<file path="config.mk">
export PLATFORM = sky130hd
export DESIGN_NAME = pcp_port_two
export DESIGN_NICKNAME = d
export VERILOG_FILES = /design/src/core/pcp_pkg.sv /design/src/core/pcp_port_two.sv
export SDC_FILE = /design/constraint.sdc
export NUM_CORES = 1
export LEC_CHECK = 0
export ABC_AREA = 1
export BUFFER_PORTS_ARGS = -buffer_cell sky130_fd_sc_hd__buf_2
export CORE_MARGIN = 1.5
export CORE_UTILIZATION = 45
export DETAILED_ROUTE_END_ITERATION = 16
export PLACE_DENSITY_LB_ADDON = 0.3
export SLEW_MARGIN = 20
export SYNTH_ARGS = -nofsm -noshare
export SYNTH_HDL_FRONTEND = slang
export SYNTH_SLANG_ARGS = --single-unit
</file>
<file path="constraint.sdc">
create_clock -name clock -period 3.7 [get_ports clock]
set_input_delay 0.185 -clock clock [delete_from_list [all_inputs] [get_ports clock]]
set_output_delay 0.185 -clock clock [all_outputs]
set_load 0.005 [all_outputs]
</file>
<file path="src/core/pcp_pkg.sv">
// constants, carriers and state type of the port two pin control block
package pcp_pkg;

  // ----------------------------------------------------------------------
  // register indices (byte address is four times the index)
  // ----------------------------------------------------------------------
  localparam int          ADDR_W     = 16;
  localparam int          IDX_W      = 14;
  localparam logic [13:0] IDX_LATCH  = 14'h0002;
  localparam logic [13:0] IDX_PRD    = 14'h000F;
  localparam logic [13:0] IDX_DIR    = 14'h0F1C;
  localparam logic [13:0] IDX_PU     = 14'h0F29;
  localparam logic [13:0] IDX_FC     = 14'h0F36;
  localparam logic [13:0] IDX_OT     = 14'h0F43;

  // ----------------------------------------------------------------------
  // reset values, implemented-bit masks and readback masks
  // ----------------------------------------------------------------------
  localparam logic [7:0]  RST_LATCH  = 8'h00;
  localparam logic [7:0]  RST_DIR    = 8'h00;
  localparam logic [7:0]  RST_PU     = 8'h00;
  localparam logic [7:0]  RST_FC     = 8'h00;
  localparam logic [7:0]  RST_OT     = 8'h00;
  localparam logic [7:0]  MASK_FC    = 8'h3F;
  localparam logic [7:0]  MASK_OT    = 8'hE7;
  localparam logic [7:0]  MASK_PU    = 8'hE7;
  localparam logic [7:0]  MASK_GATED = 8'hE7;
  localparam logic [7:0]  MASK_LIVE  = 8'h18;

  // ----------------------------------------------------------------------
  // pin positions of secondary functions
  // ----------------------------------------------------------------------
  localparam int POS_UART_A  = 0;
  localparam int POS_UART_B  = 1;
  localparam int POS_SCLK_LO = 2;
  localparam int POS_SDA     = 3;
  localparam int POS_SCL     = 4;
  localparam int POS_SCLK_HI = 5;

  localparam logic [1:0] RESP_OKAY   = 2'h0;
  localparam logic [1:0] RESP_SLVERR = 2'h2;

  // which peripheral owns the shared pins, set by the selection logic
  typedef enum logic [1:0] {
    PCP_SEL_SER_LO = 2'b00,
    PCP_SEL_UART_A = 2'b01,
    PCP_SEL_UART_B = 2'b10,
    PCP_SEL_SER_HI = 2'b11
  } pcp_sel_t;

  typedef struct packed {
    logic        awvalid;
    logic [15:0] awaddr;
    logic        wvalid;
    logic [31:0] wdata;
    logic [3:0]  wstrb;
    logic        bready;
    logic        arvalid;
    logic [15:0] araddr;
    logic        rready;
  } pcp_axi_req_t;

  typedef struct packed {
    logic        awready;
    logic        wready;
    logic        bvalid;
    logic [1:0]  bresp;
    logic        arready;
    logic        rvalid;
    logic [31:0] rdata;
    logic [1:0]  rresp;
  } pcp_axi_rsp_t;

  typedef struct packed {
    logic        aw_have;
    logic [13:0] aw_idx;
    logic        w_have;
    logic [7:0]  w_data;
    logic        w_strb0;
    logic        awready;
    logic        wready;
    logic        bvalid;
    logic [1:0]  bresp;
    logic        arready;
    logic        rvalid;
    logic [1:0]  rresp;
    logic [7:0]  rdata;
    logic [7:0]  latch;
    logic [7:0]  dir;
    logic [7:0]  pu;
    logic [7:0]  fc;
    logic [7:0]  ot;
    logic [7:0]  pin_m;
    logic [7:0]  pin_s;
    logic [7:0]  pin_out;
    logic [7:0]  pin_oe;
    logic [7:0]  pull;
    logic        sclk_in;
    logic        sdi;
    logic        urx;
    logic        twc;
    logic        twd;
  } pcp_state_t;

endpackage

</file>
<file path="src/core/pcp_port_two.sv">
// port two pin control: direction, function routing, drivers, readback
//
// The implementer's own choice: the AXI4-Lite register port.
`timescale 1ns/1ps
module pcp_port_two (
  input  wire logic                  clock,
  input  wire logic                  reset_n,
  input  wire pcp_pkg::pcp_axi_req_t axi_req,
  output      pcp_pkg::pcp_axi_rsp_t axi_rsp,
  input  wire logic [7:0]            pin_in,
  output      logic [7:0]            pin_out,
  output      logic [7:0]            pin_oe,
  output      logic [7:0]            pullup_on,
  input  wire pcp_pkg::pcp_sel_t     route_sel,
  input  wire logic                  serial_clock_out,
  input  wire logic                  serial_data_out,
  input  wire logic                  uart_transmit_line,
  input  wire logic                  twowire_clock_out,
  input  wire logic                  twowire_data_out,
  output      logic                  serial_clock_line,
  output      logic                  serial_data_in,
  output      logic                  uart_receive_line,
  output      logic                  twowire_clock_line,
  output      logic                  twowire_data_line
);

  // ----------------------------------------------------------------------
  // state
  // ----------------------------------------------------------------------
  localparam pcp_pkg::pcp_state_t S_RST = '{
    awready : 1'h1,
    wready  : 1'h1,
    arready : 1'h1,
    urx     : 1'h1,
    latch   : pcp_pkg::RST_LATCH,
    dir     : pcp_pkg::RST_DIR,
    pu      : pcp_pkg::RST_PU,
    fc      : pcp_pkg::RST_FC,
    ot      : pcp_pkg::RST_OT,
    default : '0
  };

  pcp_pkg::pcp_state_t s_r;
  pcp_pkg::pcp_state_t s_nxt;
  logic [7:0]          periph_drv;
  logic [7:0]          twowire_od;
  logic [7:0]          readback;
  logic                drv_src;
  logic                open_drain;

  // ----------------------------------------------------------------------
  // next state
  // ----------------------------------------------------------------------
  always_comb begin
    s_nxt      = s_r;
    periph_drv = 8'h00;
    twowire_od = 8'h00;
    drv_src    = 1'h0;
    open_drain = 1'h0;
    readback   = s_r.pin_s & (~s_r.dir | s_r.ot | pcp_pkg::MASK_LIVE);
    s_nxt.pin_m = pin_in;
    s_nxt.pin_s = s_r.pin_m;

    // peripheral outputs onto their pins
    unique case (route_sel)
      pcp_pkg::PCP_SEL_SER_LO: begin
        periph_drv[pcp_pkg::POS_UART_A]  = serial_data_out;
        periph_drv[pcp_pkg::POS_SCLK_LO] = serial_clock_out;
      end
      pcp_pkg::PCP_SEL_UART_A: begin
        periph_drv[pcp_pkg::POS_UART_A] = uart_transmit_line;
      end
      pcp_pkg::PCP_SEL_UART_B: begin
        periph_drv[pcp_pkg::POS_UART_B] = uart_transmit_line;
      end
      pcp_pkg::PCP_SEL_SER_HI: begin
        periph_drv[pcp_pkg::POS_SDA]     = serial_data_out;
        periph_drv[pcp_pkg::POS_SCLK_HI] = serial_clock_out;
      end
    endcase
    if (route_sel != pcp_pkg::PCP_SEL_SER_HI) begin
      periph_drv[pcp_pkg::POS_SDA] = twowire_data_out;
      twowire_od[pcp_pkg::POS_SDA] = s_r.fc[pcp_pkg::POS_SDA];
    end
    periph_drv[pcp_pkg::POS_SCL] = twowire_clock_out;
    twowire_od[pcp_pkg::POS_SCL] = s_r.fc[pcp_pkg::POS_SCL];

    // per-pin driver and pull-up
    for (int i = 0; i < 8; i++) begin
      drv_src    = s_r.fc[i] ? periph_drv[i] : s_r.latch[i];
      open_drain = s_r.ot[i] | twowire_od[i];
      s_nxt.pin_out[i] = open_drain ? 1'h0 : drv_src;
      s_nxt.pin_oe[i]  = s_r.dir[i] & (~open_drain | ~drv_src);
      s_nxt.pull[i]    = s_r.pu[i] & (~s_r.dir[i] | s_r.ot[i]);
    end

    // pins in input mode to peripheral inputs; two-wire lines take their pins in any mode
    if (route_sel == pcp_pkg::PCP_SEL_SER_HI) begin
      s_nxt.sclk_in = ~s_r.dir[pcp_pkg::POS_SCLK_HI] &
                      s_r.pin_s[pcp_pkg::POS_SCLK_HI];
      s_nxt.sdi     = ~s_r.dir[pcp_pkg::POS_SCL] &
                      s_r.pin_s[pcp_pkg::POS_SCL];
    end else begin
      s_nxt.sclk_in = ~s_r.dir[pcp_pkg::POS_SCLK_LO] &
                      s_r.pin_s[pcp_pkg::POS_SCLK_LO];
      s_nxt.sdi     = ~s_r.dir[pcp_pkg::POS_UART_B] &
                      s_r.pin_s[pcp_pkg::POS_UART_B];
    end
    if (route_sel == pcp_pkg::PCP_SEL_UART_B) begin
      s_nxt.urx = s_r.dir[pcp_pkg::POS_UART_A] |
                  s_r.pin_s[pcp_pkg::POS_UART_A];
    end else begin
      s_nxt.urx = s_r.dir[pcp_pkg::POS_UART_B] |
                  s_r.pin_s[pcp_pkg::POS_UART_B];
    end
    s_nxt.twc = s_r.pin_s[pcp_pkg::POS_SCL];
    s_nxt.twd = s_r.pin_s[pcp_pkg::POS_SDA];

    // write address and data, taken in either order
    if (axi_req.awvalid && s_r.awready) begin
      s_nxt.aw_have = 1'h1;
      s_nxt.aw_idx  = axi_req.awaddr[15:2];
    end
    if (axi_req.wvalid && s_r.wready) begin
      s_nxt.w_have  = 1'h1;
      s_nxt.w_data  = axi_req.wdata[7:0];
      s_nxt.w_strb0 = axi_req.wstrb[0];
    end
    if (s_r.bvalid && axi_req.bready) begin
      s_nxt.bvalid = 1'h0;
    end
    if (s_r.aw_have && s_r.w_have && !s_r.bvalid) begin
      s_nxt.aw_have = 1'h0;
      s_nxt.w_have  = 1'h0;
      s_nxt.bvalid  = 1'h1;
      s_nxt.bresp   = pcp_pkg::RESP_OKAY;
      case (s_r.aw_idx)
        pcp_pkg::IDX_LATCH: begin
          if (s_r.w_strb0) s_nxt.latch = s_r.w_data;
        end
        pcp_pkg::IDX_DIR: begin
          if (s_r.w_strb0) s_nxt.dir = s_r.w_data;
        end
        pcp_pkg::IDX_PU: begin
          if (s_r.w_strb0) s_nxt.pu = s_r.w_data & pcp_pkg::MASK_PU;
        end
        pcp_pkg::IDX_FC: begin
          if (s_r.w_strb0) s_nxt.fc = s_r.w_data & pcp_pkg::MASK_FC;
        end
        pcp_pkg::IDX_OT: begin
          if (s_r.w_strb0) s_nxt.ot = s_r.w_data & pcp_pkg::MASK_OT;
        end
        pcp_pkg::IDX_PRD: begin
          s_nxt.bresp = pcp_pkg::RESP_OKAY;
        end
        default: begin
          s_nxt.bresp = pcp_pkg::RESP_SLVERR;
        end
      endcase
    end
    s_nxt.awready = ~s_nxt.aw_have;
    s_nxt.wready  = ~s_nxt.w_have;

    // read channel
    if (axi_req.arvalid && s_r.arready) begin
      s_nxt.arready = 1'h0;
      s_nxt.rvalid  = 1'h1;
      s_nxt.rresp   = pcp_pkg::RESP_OKAY;
      case (axi_req.araddr[15:2])
        pcp_pkg::IDX_LATCH: s_nxt.rdata = s_r.latch;
        pcp_pkg::IDX_PRD:   s_nxt.rdata = readback;
        pcp_pkg::IDX_DIR:   s_nxt.rdata = s_r.dir;
        pcp_pkg::IDX_PU:    s_nxt.rdata = s_r.pu;
        pcp_pkg::IDX_FC:    s_nxt.rdata = s_r.fc;
        pcp_pkg::IDX_OT:    s_nxt.rdata = s_r.ot;
        default: begin
          s_nxt.rdata = 8'h00;
          s_nxt.rresp = pcp_pkg::RESP_SLVERR;
        end
      endcase
    end else if (s_r.rvalid && axi_req.rready) begin
      s_nxt.rvalid  = 1'h0;
      s_nxt.arready = 1'h1;
    end
  end

  always_ff @(posedge clock or negedge reset_n) begin
    if (!reset_n) begin
      s_r <= S_RST;
    end else begin
      s_r <= s_nxt;
    end
  end

  // ----------------------------------------------------------------------
  // outputs
  // ----------------------------------------------------------------------
  assign axi_rsp.awready    = s_r.awready;
  assign axi_rsp.wready     = s_r.wready;
  assign axi_rsp.bvalid     = s_r.bvalid;
  assign axi_rsp.bresp      = s_r.bresp;
  assign axi_rsp.arready    = s_r.arready;
  assign axi_rsp.rvalid     = s_r.rvalid;
  assign axi_rsp.rdata      = {24'h000000, s_r.rdata};
  assign axi_rsp.rresp      = s_r.rresp;
  assign pin_out            = s_r.pin_out;
  assign pin_oe             = s_r.pin_oe;
  assign pullup_on          = s_r.pull;
  assign serial_clock_line  = s_r.sclk_in;
  assign serial_data_in     = s_r.sdi;
  assign uart_receive_line  = s_r.urx;
  assign twowire_clock_line = s_r.twc;
  assign twowire_data_line  = s_r.twd;
endmodule
</file>
==> After elaboration in Yosys (flattened, before gate mapping) <==
Cells that the tools add are included.
{ "classes": {"addsub": 0, "multipliers": 0, "n_div": 0, "magnitude_cmp": 0, "eq_ne": 16, "n_shift": 0, "mux": 34, "bitwise_logic": 62, "reduce_logical": 18} }
{ "op_table": {"columns": ["op", "count"], "rows": [
  ["14-bit by 12-bit equality test with 1-bit output, second input constant", 8],
  ["8-bit case mux with 6 select lines", 1],
  ["14-bit by 2-bit equality test with 1-bit output, second input constant", 2],
  ["14-bit by 4-bit equality test with 1-bit output, second input constant", 2],
  ["1-bit inverter", 25],
  ["1-bit two-way mux", 24],
  ["1-bit bitwise AND", 18],
  ["1-bit OR", 16],
  ["15-bit two-way mux", 1],
  ["3-bit AND reduction", 5],
  ["6-bit OR reduction", 2],
  ["10-bit two-way mux", 1],
  ["2-bit two-way mux", 5],
  ["8-bit bitwise AND", 1],
  ["8-bit inverter", 1],
  ["8-bit OR", 1],
  ["1-bit logical AND", 7],
  ["2-bit equality test, second input constant", 2],
  ["2-bit nonzero test", 2],
  ["3-bit two-way mux", 1],
  ["2-bit by 1-bit equality test with 1-bit output, second input constant", 1],
  ["2-bit zero test", 1],
  ["2-bit != test, second input constant", 1],
  ["1-bit case mux with 2 select lines", 1],
  ["1-bit zero test", 1]
]} }
{ "totals": {"regBits": 119, "latch_bits": 0, "ram_bits": 0, "mem_bits_ro": 0, "input_bits": 90, "output_inout_bits": 70, "word_cells": 158, "mem_count": 0} }

==> Depth between registers and ports, before layout <==
{ "depth": {"word_depth": 7, "depth_mapped": 9, "depth_no_buf": 9} }

==> Worst setup path after synthesis <==
No wires, ideal clock.
{ "synth_timing": {"path_type": "register to register", "start": "register s_r[125] (netlist name)", "end": "register s_r[74] (netlist name)", "setup_time_ps": 122, "arrival_time_ps": 1173, "t_required_ps": 3578, "path_slack_ps": 2405, "stages_incl_launch_ff": 8, "path_buffers": 1, "synth_period_minus_slack_ps": 1295, "cell_sequence": "dfrtp_1 nor2_2 nand3_2 nor2_4 nand3_4 buf_6 nand2_1 o21ai_2"} }
{ "synth_via": {"elab_chain_len": 2} }
{ "synth_lines": {"columns": ["item", "line", "text"], "rows": [
  ["from (decl)", "pcp_port_two.sv:43", "pcp_pkg::pcp_state_t s_r;"],
  ["from (signal assigned)", "pcp_port_two.sv:191", "s_r <= s_nxt;"],
  ["14-bit by 12-bit equality test with 1-bit output", "pcp_port_two.sv:137", "case (s_r.aw_idx)"],
  ["3-bit AND reduction (no line)", null, null]
]} }
No other way between the ends.
A chain may end at the register's enable or synchronous reset.

==> Worst setup path in the final report <==
{ "layout_timing": {"start": "register s_r (netlist bit axi_rsp[38])", "end": "register s_r[68] (netlist name)"} }
{ "layout_via": {"elab_chain_len": 3} }
{ "layout_lines": {"columns": ["item", "line", "text"], "rows": [
  ["1-bit zero test", "pcp_port_two.sv:132", "if (s_r.aw_have && s_r.w_have && !s_r.bvalid) begin"],
  ["1-bit logical AND", "pcp_port_two.sv:132", null],
  ["3-bit AND reduction (no line)", null, null]
]} }
No other way between the ends.

==> metrics <==
Max-slew headroom=a little over half; CTS buffer count=17; DP HPWL=8597 um; Worst Path Required=3.99 ns; total negative slack=0 ns; filler cell count=between 1,000 and 1,500; worst r2r src=axi_rsp[38]; core box area=12,160 sq um; CTS tree=built; Final Critical Period=1.581 ns; setup violators final=0; first-pass GRT wire length=19,530 um; share of layout cells above drive strength 1=between 20% and 30%; clk_lat worst skew=0.41 ns; DR pass1 iterations=5; RePlAce Congestion=slightly below 0.9; peak supply drop=~0.4 mV; gr usage total=roughly a fifth; Area Overhead vs Synth=19.94%; vias in the first global route=approximately 4,000; Syn Inst Count=625; Clock Pin Slew Worst Setup and Hold Paths=0.06 ns; final WL=~12,000 um; IO buf count=100; Clk pwr share=40.4%; LEAKAGE=~3.5 nW; r2r setup slk=2.12 ns; antenna violations before repair=0; CP Capture Type=register; critical path fanouts, max=12; switch share=28.83%; Diodes inserted=0; clock buffer depth=2; Max-cap violations=0; Setup CP Type=register to register; PwrDens=583.4 nW/um^2; initial core utilization=between 40% and 50%; # rows=40; CP arrival=1.88 ns; synthesized flop and latch total=approximately 120; Ys Warns=0; vias per inst=4.707; Psw=1.143 mW; Multi-input gate area=between 2000 and 2500 sq um; ys flop type=dfrtp_1; startpoint type of the worst setup path=register; Worst Setup EP=s_r[68]; clock sink count=between 100 and 150; die height=approximately 120 um; CTS H-tree depth=4; cts hold-fix bufs=30; # resized after CTS=0; combinational power share=17.5%; status=complete, no violations; sequential area share after synthesis=51.77%; nets@finish=about 820; Synth cell types=36; Final Hold Fails=0; Worst Setup SP=axi_rsp[38]; Int Pwr=around 2.8 mW; Final Skew=roughly 0.009 ns; average wire per standard cell=approximately 14 um; Flop pwr share=42.1%; period utilisation layout=a little over two fifths; Iter 0 DRT Violations=between 200 and 300; die span in x=roughly 120 um; RSZ-0062 raised after global routing=no; Syn Area/Cell=approximately 9.1 sq um; Post-Syn Area=5665 sq um; root buf cell=clkbuf_16; DR vias=4,269; die area=between 10,000 and 15,000 sq um; I/O Pins=between 150 and 200; postcts setup bufs=0; r2r endpoint=s_r[68]; number of synthesized flops with an enable pin=0; largest net degree at the start of global routing=57; Slew @ Worst Pin=about 0.69 ns; grt ovf=0; DRT antenna net count=0; Tot Pwr=3.964 mW; worst reg2reg path depth=8; Sequential Area=about 3000 sq um; max frequency=about 630 MHz; # DRC=0; Async SR Flop Fraction=100.0%; Hold Crit Class=input port to register; max-slew violations=0
per-layer routing:
metal,track usage [%],part of all wire (%),wire (um)
met5,0,0,0
met1,25.33,44,5428
met3,5.271,5.8,717
met4,6.996,1.1,139
met2,31.55,49,5998
state kept, by name, summed over array words and instances, names as in the netlist:
register,flops
twowire_data_line,1
pin_oe,8
twowire_clock_line,1
s_r,64
axi_rsp,15
open_drain,1
s_nxt,10
serial_data_in,1
pin_out,8
uart_receive_line,1
serial_clock_line,1
pullup_on,6
cell families after synthesis:
kind of cell / Yosys count / share of synthesized area, %
other cells: 1 / 0.06619
flops: 117 / 51.77
mux: 1 / 0.1767
compound gates: 87 / 9.938
simple gates: 287 / 24.05
buf+inv: 132 / 14.00
cells in the final DEF (no fill, tap or decap), drive strengths merged, types with 2 or more instances in the layout:
cell         netlist  final
bufinv             0      2
clkbuf             3     22
dfrtp            113    113
buf               74    102
inv               53     53
o21ai             62     62
a21oi              9      9
nand4              6      6
nand3             49     49
dlygate4sd3        0     30
a21boi            10     10
nor2              68     68
o22ai              3      3
nand2            159    159
conb               1     28
dfstp              4      4
clkinv             2      9
synth_stat cells, drive strengths merged (2+ instances only):
cell type	number	share of area [%]
buf	74	10
dfstp	4	1.9
inv	53	3.5
dfrtp	113	50
clkbuf	3	0.20
nand4	6	0.66
a21oi	9	1.1
o21ai	62	6.8
a21boi	10	1.3
nand2	159	11
nand3	49	5.1
nor2	68	6.8
o22ai	3	0.33
clkinv	2	0.13
through the flow:
step                cell area, sq um  setup WS [ns]  hold slack, ns  utilization [%]  cells
global placement                5908          2.151          0.2669            48.58    845
CTS                             6795          2.101        0.001691            55.87    907
detailed placement              5908          2.139          0.2799            48.58    845
global route                    6795          1.945         0.01530            55.87    907
finish                          6795          2.119        0.005081            55.87    907
floorplan                       5767          2.405         -0.1106                -    652
power groups by stage:
stage / Sequential, mW / Clock, mW / Combinational [mW]
floorplan: 1.65 / 0 / 0.569
global placement: 1.68 / 0 / 0.652
detailed placement: 1.69 / 0 / 0.673
CTS: 1.67 / 1.62 / 0.705
global route: 1.70 / 1.69 / 0.798
finish: 1.67 / 1.60 / 0.695
cell type report:
class                      instances  share of cell area, %
clock buffer                      22                  7.126
clock inverter                    10                  1.510
inverter                          55                  3.038
multi-input combinational        403                  30.03
sequential                       117                  43.16
tap                              168                  3.093
timing repair buffer             132                  12.04
critical path, cell delays in order, from the launching register on:
cell,delay (ns)
dfrtp_1,0.38
inv_1,0.08
nand3_2,0.11
inv_2,0.09
nand2_2,0.10
inv_2,0.14
nand3_2,0.32
nand2_1,0.18
o21ai_2,0.07
worst min-delay path by stage:
stage,from,end,cells past startpoint
3_3_place_gp,reset_n,s_r[116],1
5_1_grt,axi_req[66],s_r[120],3
4_1_cts,axi_req[66],s_r[120],3
3_5_place_dp,reset_n,s_r[119],1
6_report,axi_req[66],s_r[120],3
2_1_floorplan,reset_n,axi_rsp[1],0
No activity file was read; power rests on OpenSTA's default activity.
